### src/inc/ppa_pkg.sv
// ==========================================================
// constants for the three parallel ports
package ppa_pkg;

  // ==========================================================
  // register offsets in the i/o space
  localparam logic [7:0] SLAVE_LINK_CONTROL_OFS = 8'h24;
  localparam logic [7:0] PORT_A_DATA_OFS = 8'h30;
  localparam logic [7:0] PORT_B_DATA_OFS = 8'h40;
  localparam logic [7:0] PORT_C_DATA_OFS = 8'h50;
  localparam logic [7:0] PORT_C_PIN_FUNCTION_OFS = 8'h55;

  // ==========================================================
  // slave link control fields
  localparam int SLC_DIR_OUT_BIT = 2;
  localparam int SLC_MODE_LSB = 0;
  localparam int SLC_MODE_W = 2;
  localparam logic [7:0] SLC_PORT_A_INPUT = 8'h80;
  localparam logic [7:0] SLC_PORT_A_OUTPUT = 8'h84;

  // ==========================================================
  // reset values
  localparam logic [7:0] SLAVE_LINK_CONTROL_RST = 8'h00;
  localparam logic [7:0] PORT_A_DATA_RST = 8'h00;
  localparam logic [1:0] PORT_B_OUT_RST = 2'h0;
  localparam logic [3:0] PORT_C_OUT_RST = 4'h0;
  localparam logic [3:0] PORT_C_FUNC_RST = 4'h0;
  localparam logic [7:0] UNMAPPED_READ = 8'h00;

  // ==========================================================
  // synchroniser depth
  localparam int SYNC_STAGES = 2;

endpackage

### src/design/ppa_ports.sv
`timescale 1ns/1ps
module ppa_ports (
  input wire logic mclk_i,
  input wire logic reset_i,
  // i/o bus
  input wire logic [7:0] io_addr_i,
  input wire logic [7:0] io_wdata_i,
  input wire logic io_wr_i,
  input wire logic io_rd_i,
  output logic [7:0] io_rdata_o,
  // first port
  input wire logic [7:0] first_port_pin_i,
  output logic [7:0] first_port_pin_o,
  output logic [7:0] first_port_oe_n_o,
  // second port
  input wire logic [7:0] second_port_pin_i,
  output logic [7:0] second_port_pin_o,
  output logic [7:0] second_port_oe_n_o,
  input wire logic [1:0] slave_drive_i,
  output logic slave_port_enable_o,
  input wire logic serial_a_int_clk_en_i,
  input wire logic serial_a_clk_i,
  input wire logic serial_b_int_clk_en_i,
  input wire logic serial_b_clk_i,
  // third port
  input wire logic [3:0] third_port_in_i,
  output logic [3:0] third_port_out_o,
  input wire logic serial_a_transmit_i,
  input wire logic serial_b_transmit_i,
  input wire logic serial_c_transmit_i,
  input wire logic serial_d_transmit_i,
  // serial receive routing
  input wire logic [1:0] alt_rx_pin_i,
  input wire logic serial_a_alt_sel_i,
  input wire logic serial_b_alt_sel_i,
  output logic [3:0] serial_rx_o
);
  import ppa_pkg::*;

  // ==========================================================
  // pin synchronisers
  localparam int SYNC_W = 22;

  logic [SYNC_W-1:0] pins_async;
  logic [SYNC_W-1:0] pins_sync;
  logic [7:0] first_pins;
  logic [7:0] second_pins;
  logic [3:0] third_pins;
  logic [1:0] alt_pins;

  assign pins_async = {alt_rx_pin_i, third_port_in_i, second_port_pin_i, first_port_pin_i};

  ppa_sync #(
    .WIDTH(SYNC_W)
  ) u_sync (
    .mclk_i(mclk_i),
    .reset_i(reset_i),
    .async_i(pins_async),
    .sync_o(pins_sync)
  );

  assign first_pins = pins_sync[7:0];
  assign second_pins = pins_sync[15:8];
  assign third_pins = pins_sync[19:16];
  assign alt_pins = pins_sync[21:20];

  // ==========================================================
  // address decode
  wire sel_slc = (io_addr_i == SLAVE_LINK_CONTROL_OFS);
  wire sel_pa = (io_addr_i == PORT_A_DATA_OFS);
  wire sel_pb = (io_addr_i == PORT_B_DATA_OFS);
  wire sel_pc = (io_addr_i == PORT_C_DATA_OFS);
  wire sel_pcf = (io_addr_i == PORT_C_PIN_FUNCTION_OFS);

  wire wr_slc = io_wr_i & sel_slc;
  wire wr_pa = io_wr_i & sel_pa;
  wire wr_pb = io_wr_i & sel_pb;
  wire wr_pc = io_wr_i & sel_pc;
  wire wr_pcf = io_wr_i & sel_pcf;

  // ==========================================================
  // registers
  logic [7:0] slave_link_control;
  logic [7:0] port_a_data;
  logic [1:0] port_b_out;
  logic [3:0] port_c_out;
  logic [3:0] port_c_func;

  always_ff @(posedge mclk_i) begin
    if (reset_i) begin
      slave_link_control <= SLAVE_LINK_CONTROL_RST;
    end else if (wr_slc) begin
      slave_link_control <= io_wdata_i;
    end
  end

  always_ff @(posedge mclk_i) begin
    if (reset_i) begin
      port_a_data <= PORT_A_DATA_RST;
    end else if (wr_pa) begin
      port_a_data <= io_wdata_i;
    end
  end

  always_ff @(posedge mclk_i) begin
    if (reset_i) begin
      port_b_out <= PORT_B_OUT_RST;
    end else if (wr_pb) begin
      port_b_out <= io_wdata_i[7:6];
    end
  end

  always_ff @(posedge mclk_i) begin
    if (reset_i) begin
      port_c_out <= PORT_C_OUT_RST;
    end else if (wr_pc) begin
      port_c_out <= {io_wdata_i[6], io_wdata_i[4], io_wdata_i[2], io_wdata_i[0]};
    end
  end

  always_ff @(posedge mclk_i) begin
    if (reset_i) begin
      port_c_func <= PORT_C_FUNC_RST;
    end else if (wr_pcf) begin
      port_c_func <= {io_wdata_i[6], io_wdata_i[4], io_wdata_i[2], io_wdata_i[0]};
    end
  end

  // ==========================================================
  // first port drive
  logic slave_enable;
  logic first_drive;

  assign slave_enable = (slave_link_control[SLC_MODE_LSB +: SLC_MODE_W] != 2'h0);
  assign first_drive = slave_link_control[SLC_DIR_OUT_BIT] & ~slave_enable;
  assign slave_port_enable_o = slave_enable;

  assign first_port_pin_o = port_a_data;
  assign first_port_oe_n_o = {8{~first_drive}};

  // ==========================================================
  // second port drive
  logic [1:0] second_upper_drive;
  logic second_b0_drive;
  logic second_b1_drive;

  assign second_upper_drive = slave_enable ? slave_drive_i : port_b_out;
  assign second_b0_drive = serial_b_int_clk_en_i;
  assign second_b1_drive = serial_a_int_clk_en_i;

  assign second_port_pin_o = {second_upper_drive, 4'h0, serial_a_clk_i, serial_b_clk_i};
  assign second_port_oe_n_o = {2'b00, 4'hf, ~second_b1_drive, ~second_b0_drive};

  // ==========================================================
  // third port drive
  logic [3:0] tx_bus;
  logic [3:0] third_drive;

  assign tx_bus = {serial_a_transmit_i, serial_b_transmit_i, serial_c_transmit_i, serial_d_transmit_i};

  genvar g;
  generate
    for (g = 0; g < 4; g = g + 1) begin : g_third
      assign third_drive[g] = port_c_func[g] ? tx_bus[g] : port_c_out[g];
    end
  endgenerate

  assign third_port_out_o = third_drive;

  // ==========================================================
  // serial receive routing
  logic [3:0] next_rx;

  always_comb begin
    next_rx = third_pins;
    next_rx[3] = serial_a_alt_sel_i ? alt_pins[1] : third_pins[3];
    next_rx[2] = serial_b_alt_sel_i ? alt_pins[0] : third_pins[2];
  end

  always_ff @(posedge mclk_i) begin
    if (reset_i) begin
      serial_rx_o <= 4'h0;
    end else begin
      serial_rx_o <= next_rx;
    end
  end

  // ==========================================================
  // read data
  logic [7:0] rd_pa;
  logic [7:0] rd_pb;
  logic [7:0] rd_pc;
  logic [7:0] next_rdata;

  assign rd_pa = first_pins;
  assign rd_pb = {second_upper_drive, second_pins[5:0]};
  assign rd_pc = {third_pins[3], third_drive[3], third_pins[2], third_drive[2],
                  third_pins[1], third_drive[1], third_pins[0], third_drive[0]};

  always_comb begin
    if (sel_slc) begin
      next_rdata = slave_link_control;
    end else if (sel_pa) begin
      next_rdata = rd_pa;
    end else if (sel_pb) begin
      next_rdata = rd_pb;
    end else if (sel_pc) begin
      next_rdata = rd_pc;
    end else begin
      next_rdata = UNMAPPED_READ;
    end
  end

  always_ff @(posedge mclk_i) begin
    if (reset_i) begin
      io_rdata_o <= UNMAPPED_READ;
    end else if (io_rd_i) begin
      io_rdata_o <= next_rdata;
    end
  end

endmodule

### src/design/ppa_sync.sv
`timescale 1ns/1ps
// ==========================================================
// two-flop synchroniser, one chain per bit
module ppa_sync #(
  parameter int WIDTH = 8
) (
  input wire logic mclk_i,
  input wire logic reset_i,
  input wire logic [WIDTH-1:0] async_i,
  output logic [WIDTH-1:0] sync_o
);
  import ppa_pkg::*;

  genvar g;
  generate
    for (g = 0; g < WIDTH; g = g + 1) begin : g_bit
      logic [SYNC_STAGES-1:0] chain;
      always_ff @(posedge mclk_i) begin
        if (reset_i) begin
          chain <= '0;
        end else begin
          chain <= {chain[SYNC_STAGES-2:0], async_i[g]};
        end
      end
      assign sync_o[g] = chain[SYNC_STAGES-1];
    end
  endgenerate

endmodule

### config.mk
export PLATFORM = sky130hd
export DESIGN_NAME = ppa_ports
export DESIGN_NICKNAME = d
export VERILOG_FILES = /design/src/inc/ppa_pkg.sv /design/src/design/ppa_ports.sv /design/src/design/ppa_sync.sv
export SDC_FILE = /design/constraint.sdc
export NUM_CORES = 1
export LEC_CHECK = 0
export ABC_AREA = 0
export BUFFER_PORTS_ARGS = -buffer_cell sky130_fd_sc_hd__buf_4
export CORE_ASPECT_RATIO = 0.7
export CORE_MARGIN = 2
export CORE_UTILIZATION = 49
export DETAILED_ROUTE_END_ITERATION = 16
export GPL_ROUTABILITY_DRIVEN = 1
export HOLD_SLACK_MARGIN = 0.08
export PLACE_DENSITY = 0.79
export SLEW_MARGIN = 30
export SYNTH_ARGS = -nofsm -noshare
export SYNTH_HDL_FRONTEND = slang
export SYNTH_SLANG_ARGS = --single-unit
### constraint.sdc
create_clock -name mclk_i -period 1.85 [get_ports mclk_i]
set_clock_uncertainty 0.05 [all_clocks]
set_input_delay 0.2775 -clock mclk_i [delete_from_list [all_inputs] [get_ports mclk_i]]
set_output_delay 0.2775 -clock mclk_i [all_outputs]
set_load 0.05 [all_outputs]
# Yosys cells after proc, flatten, opt, wreduce, memory -nomap -nowiden
# Cells that the tools add are included.
[op_classes]
n_eq_ne = 5
mux = 11
n_bitwise = 10
n_reduce_logical = 1
[op_table]
columns = ["operator", "n"]
rows = [
  ["$mux 8", 4],
  ["$eq 8x7->1 const B", 3],
  ["$eq 8x6->1 const B", 2],
  ["$and 1x1->1", 6],
  ["$mux 1", 6],
  ["$not 1->1", 4],
  ["$mux 2", 1],
  ["$reduce_bool 2->1", 1],
]
[word_totals]
register_bits = 78
input_bits = 54
word_cells = 54

# Longest topological paths before layout
# Gate-level depths: netlist of run 1.
[logic_depth]
word_depth = 5
ltp_mapped = 5

# Modules after synthesis
# From an unflattened synthesis of run 1, not the netlist that was laid out.
[hier_totals]
hier_cells = 322
area_unflattened_um2 = 3270.6
[modules_own_cells]
columns = ["module", "n_inst", "cells_each", "area_per_inst_um2", "seq_area_each_um2"]
rows = [
  ["ppa_ports", 1, 208, 1929.4, 760.7],
  ["ppa_sync", 1, 114, 1341.3, 880.8],
]

# Worst setup path after synthesis of run 1
# Ideal clock, no wire load.
[synth_path]
path_kind = "input to register"
from = "input io_addr_i[7]"
to = "register slave_link_control[7]"
setup_ns = 0.126
arrival_time_ns = 1.540
slack_ns = 0.135
cell_stages = 4
path_buffers = 0
path_cell_list = "or3b_4 nor4_4 mux2i_1 nor2_2"
[synth_between]
elab_chain_len = 2
[synth_rtl]
columns = ["element", "line_no", "source"]
rows = [
  ["start, declared", "ppa_ports.sv:6", "input wire logic [7:0] io_addr_i,"],
  ["$eq 8x6->1", "ppa_ports.sv:69", "wire sel_slc = (io_addr_i == SLAVE_LINK_CONTROL_OFS);"],
  ["$and 1x1->1", "ppa_ports.sv:75", "wire wr_slc = io_wr_i & sel_slc;"],
  ["end signal, assigned", "ppa_ports.sv:93", "slave_link_control <= io_wdata_i;"],
  ["end, declared", "ppa_ports.sv:83", "logic [7:0] slave_link_control;"],
]
# Every way passes these cells.
# A chain may end at the register's enable or synchronous reset.

# Worst setup path after layout of run 1
[layout_path]
from = "register slave_link_control[1]"
to = "output second_port_pin_o[6]"
[layout_between]
elab_chain_len = 2
[layout_rtl]
columns = ["element", "line_no", "source"]
rows = [
  ["$reduce_bool 2->1", "ppa_ports.sv:134", "assign slave_enable = (slave_link_control[SLC_MODE_LSB +: SLC_MODE_W] != 2'h0);"],
  ["$mux 2", "ppa_ports.sv:147", "assign second_upper_drive = slave_enable ? slave_drive_i : port_b_out;"],
  ["end, declared", "ppa_ports.sv:17", "output logic [7:0] second_port_pin_o,"],
]
# Every way passes these cells.

==> impl_metrics.tcl, run 1 <==
set metrics [dict create \
    cpLargestDelayFamily "multiplexers" \
    num_rows 23 \
    gp_congestion 0.826 \
    numCtsBuffers 9 \
    period_minus_slack_ns 1.74 \
    clk_path_buf_depth 2 \
    cp_num_buf_inv 1 \
    netlist_area_um2 2990 \
    cts.htree.levels 3 \
    clk_pin_slew_ns 0.07 \
    syn2layout_area_growth_pct 31.0 \
    final.setup.tns_ns 0 \
    p_leak_nw 1.77 \
    yosys_warnings 0 \
    register_area_um2 1560 \
    async_reset_ff_share_pct 0 \
    die_height_um 69.3 \
    maxCapViolations 0 \
    cts_sinks 78 \
    drv_slew 0 \
    crit_chain "nor2_4 > mux2_2 > buf_4" \
    cts_tree "done" \
    cts_root_buffer "clkbuf_8" \
    setup_viol 0 \
    finalHoldViolCount 0 \
    cp-start-kind "flip-flop" \
    clk_latency_ns 0.34 \
    ys_seq_area_share_pct 52.3 \
    diodes 0 \
    routed_wl_mm 6.13 \
    cp_slowest_cell "mux2_2" \
    vias_per_cell 4.88 \
    multi_input_area_um2 1240 \
    synth.avg_cell_area_um2 10.4 \
    wl_per_cell_um 13.4 \
    yosysMostFrequentCell "dfxtp_1" \
    synth_edf_count 0 \
    critPathRequiredTime_ns 1.52 \
    core-area_um2 5810 \
    synth_area_leaders "dfxtp_1 52%, mux2i_1 11%, nor2b_1 8.8%" \
    antenna_found_initial 0 \
    grt_max_degree 38 \
    finalNetCount 430 \
    cpPeakStageDelay_ns 0.37 \
    peakVddDrop_mv 0.578 \
    drive_above_1_share_pct 33.6 \
    overflow 0 \
    cp-end-kind "output port" \
    status "finished clean" \
    drtPass1Iterations 4 \
    fmax_mhz 576 \
    synth_cell_types 36 \
    dr_total_vias 2223 \
    yosysTopAreaCellShare_pct 52.3 \
    ant_nets 0 \
    dp_cells 436 \
    die-area_um2 6750 \
    cp_max_fo 4 \
    die_x_um 97.3 \
    power.density_nw_per_um2 849 \
    min_path_type "input pin to flip-flop" \
    synth-main-ff-cell "dfxtp_1" \
    io-pin-count 103 \
    drt_iter0_drc 93 \
    finalCritPeriodShare_pct 93.8 \
    path_class "flip-flop to output port" \
    synthCells 287 \
    start_util_pct 51.4 \
    grt_usage_pct 18.7 \
    yosys_register_bits 78 \
    rsz0062_at_grt "false" \
    synth_top_area_cell "dfxtp_1" \
    grt_pass1_vias 2082 \
    final_cells 456 \
    worstPathArrival_ns 1.41 \
    io_buffer_count 86 \
    ys_top_cells_by_count "78 x dfxtp_1, 42 x nor2b_1, 33 x mux2i_1, 33 x nor2_1, 19 x buf_4" \
    drc_errors 0 \
    cts_setup_buffers 0 \
    grt_pass1_wl_mm 10.0 \
    hpwl_mm 4.57 \
    fill_cells 472 \
]
[timing repair]
item / 4_1_cts / 5_1_grt
hold endpoints to repair: 3 / 1
resized for setup: 1 / 1
pin swaps: 0 / 0
hold buffers: 3 / 1
setup endpoints to repair: 2 / 1
gates cloned: 0 / 0
[stage by stage]
step                      instance area, um^2  utilization (%)  power (W)  hold slack [ns]  setup WS (ns)
after floorplan                          3020                -    0.00200            0.356          0.135
after global placement                   3670             63.1    0.00210            0.367         0.0548
after detailed placement                 3670             63.1    0.00211            0.370         0.0141
after CTS                                3900             67.1    0.00336           0.0801         0.0512
after global routing                     3920             67.3    0.00347           0.0810         0.0470
final                                    3920             67.3    0.00333           0.0966          0.114
[where the power goes]
group	total [W]	switching [W]	internal, W	leakage [nW]
clock network	0.00125	0.000553	0.000696	0.0996
registers	0.00174	0.0000141	0.00173	0.638
logic	0.000335	0.000191	0.000145	1.03
total	0.00333	0.000758	0.00257	1.77
[metal layers]
layer	vias up	wire (um)	global-route usage, %
met5	-	0	0
met4	0	70	6.17
met3	10	505	7.36
met2	73	2790	29.1
met1	1018	2770	23.9
li1	1122	-	-
[worst paths after layout]
kind / startpoint / to / slack, ns / cells past startpoint
min: second_port_pin_i[2] / u_sync.g_bit[10].chain[0] / 0.1 / 2
max reg2reg: port_c_func[1] / io_rdata_o[2] / 0.50 / 4
min reg2reg: u_sync.g_bit[2].chain[0] / u_sync.g_bit[2].chain[1] / 0.38 / 1
max: slave_link_control[1] / second_port_pin_o[6] / 0.11 / 3
[cells by family (layout without fill, tap and decap cells)]
kind of cell	Yosys count	after routing	share of synthesized area (%)
other cells	2	10	0.251
simple gates	103	103	19.8
flops	78	78	52.3
buf+inv	39	125	7.50
compound gates	26	26	6.87
mux	39	39	13.3
[cell usage in the layout, fill, tap and decap left out, types with 6 or more instances in the layout]
cell and n:
buf_4 98, dfxtp_1 78, nor2b_1 42, mux2i_1 33, nor2_1 32, clkbuf_8 11
conb_1 10, mux2_2 6
[flip-flops by register name (all words and copies together), names as in the netlist]
signal              flops
first_port_pin_o        8
port_c_out              4
u_sync.g_bit.chain     40
port_c_func             4
slave_link_control      8
serial_rx_o             4
io_rdata_o              8
port_b_out              2
[layout make-up]
cell class	count	share of cell area [%]
clock inverters	3	1.09
inverters	6	0.575
clock buffers	13	4.06
well taps	75	2.40
flip-flops and latches	78	39.9
multi-input cells	178	31.7
repair buffers	103	20.3
Power figures use the tool's default switching activity.
==> run 2: changes to the inputs <==
Settings changed: CORE_ASPECT_RATIO 0.7 to 1.5.
==> run 2 against run 1 <==
Effect of this change:
- wire length shrank 0.44%
- power fell by 1.1%
- global-route usage up 0.85 points
- clock power shrank 3%
- first-iteration DRC count decreased by 7.5%
- die area barely moved
- flip-flop and latch count stayed put
- final cell count grew 0.66%
- non-clock buffer count rose by 6
- utilization up 0.58 points
- critical path type unchanged
- highest routed layer unchanged
==> impl_metrics.tcl, run 2 (synthesis results as in run 1) <==
set metrics [dict create \
    fmax_mhz 570 \
    largest_register_ffs 40 \
    finalCritPeriodShare_pct 94.9 \
    cts.htree.levels 3 \
    grt_max_degree 53 \
    diodes 0 \
    top_register "u_sync.g_bit.chain" \
    io-pin-count 103 \
    critPathRequiredTime_ns 1.52 \
    cp-end-kind "output port" \
    cp_max_fo 4 \
    clk_pin_slew_ns 0.07 \
    final.setup.tns_ns 0 \
    peakVddDrop_mv 0.648 \
    cts_tree "done" \
    grt_pass1_vias 2148 \
    drc_errors 0 \
    maxCapViolations 0 \
    cts_setup_buffers 0 \
    vias_per_cell 4.96 \
    p_leak_nw 1.79 \
    io_buffer_count 86 \
    status "finished clean" \
    num_rows 34 \
    setup_viol 0 \
    worstPathArrival_ns 1.43 \
    grt_pass1_wl_mm 9.67 \
    start_util_pct 51.3 \
    ff2ff_path_depth 4 \
    period_minus_slack_ns 1.76 \
    clk_latency_ns 0.35 \
    grt_usage_pct 19.5 \
    finalHoldViolCount 0 \
    drtPass1Iterations 5 \
    clk_path_buf_depth 2 \
    numCtsBuffers 9 \
    cp-start-kind "flip-flop" \
    wl_per_cell_um 13.3 \
    die-area_um2 6750 \
    layout_common_cells "98 x buf_4, 78 x dfxtp_1, 42 x nor2b_1" \
    min_path_type "input pin to flip-flop" \
    core-area_um2 5830 \
    cts_root_buffer "clkbuf_8" \
    drive_above_1_share_pct 33.3 \
    die_x_um 67.8 \
    drt_iter0_drc 86 \
    final_cells 459 \
    finalNetCount 436 \
    ant_nets 0 \
    routed_wl_mm 6.11 \
    dp_cells 433 \
    power.density_nw_per_um2 830 \
    cts_sinks 78 \
    path_class "flip-flop to output port" \
    antenna_found_initial 0 \
    syn2layout_area_growth_pct 32.5 \
    rsz0062_at_grt "false" \
    layout_commonest_cell "buf_4" \
    dr_total_vias 2278 \
    power_w 0.00329 \
    gp_congestion 0.769 \
    holdPathStages 2 \
    die_height_um 99.6 \
    drv_slew 0 \
    overflow 0 \
    hpwl_mm 4.50 \
]
-- run 2: cell count changes in the layout (fill, tap and decap cells not counted), sizes merged --
cell,change
dlygate4sd3,+6
inv,+1
clkinv,+2
clkbuf,-3
-- run 2: where the power goes --
part	internal, W	total (W)	switching (W)
Sequential	0.00173	0.00174	0.0000140
Clock	0.000621	0.00121	0.000584
Combinational	0.000153	0.000341	0.000189
Total	0.00250	0.00329	0.000787
-- run 2: metal layers --
layer	global-route usage, %	wire length, um
met5	0	0
met4	10.5	128
met3	4.30	396
met2	35.5	3360
met1	19.7	2220
-- run 2: layout make-up --
cell class / count / area [um^2]
fillers: 470 / 1870
inverters: 6 / 22.5
clock buffers: 10 / 128
well taps: 72 / 90.1
repair buffers: 109 / 856
flip-flops and latches: 78 / 1560
multi-input cells: 178 / 1240
clock inverters: 6 / 61.3
-- run 2: worst max-delay path, cell delays in order (launching register included) --
cell     delay (ns)
dfxtp_1        0.35
nor2_4         0.17
mux2_2         0.38
buf_4          0.20
-- run 2: per-stage QoR --
stage | area, um^2 | setup slack (ns) | utilization, % | hold WS, ns
6_report | 3960 | 0.0944 | 67.9 | 0.0965
5_1_grt | 3960 | 0.0424 | 67.9 | 0.0921
4_1_cts | 3950 | 0.0177 | 67.8 | 0.0803
3_5_place_dp | 3660 | 0.0284 | 62.8 | 0.370
3_3_place_gp | 3660 | 0.0478 | 62.8 | 0.368
2_1_floorplan | 3020 | 0.135 | - | 0.356
-- run 2: what timing repair did --
| action | in CTS | in global routing |
|---|---|---|
| resized for setup | 1 | 1 |
| hold buffers | 10 | 0 |
| hold endpoints to repair | 10 | 0 |
| pin swaps | 0 | 0 |
| endpoints found under the setup margin | 2 | 1 |
-- run 2: final timing paths --
check,from,to,slack (ns)
max reg2reg,slave_link_control[0],io_rdata_o[7],0.51
min reg2reg,u_sync.g_bit[1].chain[0],u_sync.g_bit[1].chain[1],0.38
min,third_port_in_i[0],u_sync.g_bit[16].chain[0],0.1
max,slave_link_control[0],second_port_pin_o[7],0.09
==> run 3: changes to the inputs <==
Settings changed: CORE_UTILIZATION 49 to 51, CTS_BUF_LIST set to sky130_fd_sc_hd__clkbuf_8, PLACE_DENSITY 0.79 to 0.82.
==> run 3 against run 2 <==
Effect of this change:
- worst setup slack lost 0.015 ns
- wire length decreased by 2.6%
- sequential power about the same
- final cell count shrank 2.6%
- combinational power is 5% lower
- flip-flop and latch count unchanged
- design area down 3.4%
- critical path type unchanged
- largest power group unchanged
==> impl_metrics.tcl, run 3 (synthesis results as in run 1) <==
set metrics [dict create \
    status "finished clean" \
    grt_usage_pct 19.6 \
    overflow 0 \
    cts_setup_buffers 0 \
    cp-end-kind "output port" \
    cp_max_fo 4 \
    final.setup.tns_ns 0 \
    power.density_nw_per_um2 829 \
    min_path_type "input pin to flip-flop" \
    drt_iter0_drc 108 \
    ff2ff_path_depth 4 \
    seq_power_share_pct 54.9 \
    cts.htree.levels 3 \
    ctsHoldBuffers 0 \
    top_register "u_sync.g_bit.chain" \
    finalHoldViolCount 0 \
    diodes 0 \
    wl_per_cell_um 13.3 \
    clk_pin_slew_ns 0.08 \
    p_switching_w 0.000760 \
    drive_above_1_share_pct 34.1 \
    io_buffer_count 86 \
    p_leak_nw 1.74 \
    grt_pass1_vias 2111 \
    layout_commonest_cell "buf_4" \
    maxSlewHeadroom_pct 56.0 \
    netSwitchingFraction_pct 24.0 \
    critPathRequiredTime_ns 1.52 \
    num_rows 34 \
    setup_viol 0 \
    rsz0062_at_grt "false" \
    worst_pin_slew_ns 0.660 \
    die_x_um 66.5 \
    largest_register_ffs 40 \
    drv_slew 0 \
    cts_tree "done" \
    hold_end "u_sync.g_bit[9].chain[0]" \
    holdPathStages 2 \
    io-pin-count 103 \
    antenna_found_initial 0 \
    rr_startpoint "slave_link_control[0]" \
    r2r-end "io_rdata_o[6]" \
    maxCapViolations 0 \
    multi_input_area_um2 1240 \
    dr_total_vias 2218 \
    pwr-share-clk_pct 34.8 \
    design_area_um2 3820 \
    holdCritStartpoint "second_port_pin_i[1]" \
    internal-power_w 0.00241 \
    drtPass1Iterations 4 \
    core-area_um2 5740 \
    hpwl_mm 4.43 \
    cts_sinks 78 \
    peakVddDrop_mv 0.570 \
    die_height_um 97.7 \
    path_class "flip-flop to output port" \
    vias_per_cell 4.96 \
    routed_wl_mm 5.95 \
    post-route-util_pct 66.6 \
    drc_errors 0 \
    gp_congestion 0.797 \
    cp-start-kind "flip-flop" \
    fill_cells 483 \
    p_comb_share_pct 10.2 \
    ant_nets 0 \
    numCtsBuffers 9 \
    finalNetCount 425 \
    clk_latency_ns 0.33 \
    worstPathArrival_ns 1.44 \
    grt_pass1_wl_mm 9.67 \
    clk_path_buf_depth 2 \
    grt_max_degree 69 \
    finalCritPeriodShare_pct 95.7 \
    start_util_pct 52.0 \
    placed_area_um2 3640 \
    die-area_um2 6500 \
    r2r_slack_ns 0.50 \
    layout_common_cells "98 x buf_4, 78 x dfxtp_1, 42 x nor2b_1" \
    fmax_mhz 565 \
    cts_root_buffer "clkbuf_8" \
    period_minus_slack_ns 1.77 \
    register_area_um2 1560 \
    syn2layout_area_growth_pct 28.0 \
]
[run 3: cell count changes in the layout (fill, tap and decap cells not counted)]
cell           delta
clkbuf_8          +2
buf_12            -1
dlygate4sd3_1    -10
bufinv_16         -1
inv_6             -1
clkbuf_1          -1
[run 3: cell type report]
class	instances	area share, %
flip-flops and latches	78	40.8
multi-input cells	178	32.4
repair buffers	98	19.2
clock buffers	11	3.96
well taps	72	2.36
clock inverters	4	0.589
inverters	6	0.589
[run 3: metal layers]
layer  track usage [%]  part of all wire [%]  wire length (um)
met3              5.18                   6.6               393
met1              21.5                    38              2240
met5                 0                     0                 0
met2              33.5                    52              3110
met4              10.5                   3.4               203
[run 3: worst max-delay path: stages, from the launching register on]
cell	delay [ns]
dfxtp_1	0.36
nor2_4	0.18
mux2_2	0.37
buf_4	0.20
[run 3: timing repair]
item	in CTS	in global routing
gates resized for setup	2	0
endpoints found under the hold margin	0	0
endpoints found under the setup margin	10	0
[run 3: worst max path at each step]
stage / start / to / slack (ns) / cells after the start
6_report: slave_link_control[0] / second_port_pin_o[6] / 0.08 / 3
3_3_place_gp: io_addr_i[7] / port_c_func[1] / 0.03 / 6
5_1_grt: slave_link_control[0] / second_port_pin_o[6] / 0.03 / 3
2_1_floorplan: io_addr_i[7] / slave_link_control[7] / 0.13 / 4
3_5_place_dp: io_addr_i[7] / port_c_func[2] / 0.002 / 6
4_1_cts: slave_link_control[0] / second_port_pin_o[6] / 0.06 / 3
[run 3: power by group through the flow]
stage / combinational (W) / clock, W / sequential (W)
finish: 0.000325 / 0.00110 / 0.00174
global route: 0.000347 / 0.00122 / 0.00175
CTS: 0.000326 / 0.00113 / 0.00174
detailed placement: 0.000326 / 0 / 0.00178
global placement: 0.000320 / 0 / 0.00178
floorplan: 0.000191 / 0 / 0.00181
[run 3: through the flow]
stage	worst slack [ns]	total power, W	cells	hold WS, ns
2_1_floorplan	0.135	0.00200	295	0.356
4_1_cts	0.0606	0.00320	447	0.0864
5_1_grt	0.0335	0.00332	447	0.0826
3_5_place_dp	0.00155	0.00211	432	0.370
6_report	0.0794	0.00317	447	0.103
3_3_place_gp	0.0269	0.00210	432	0.367
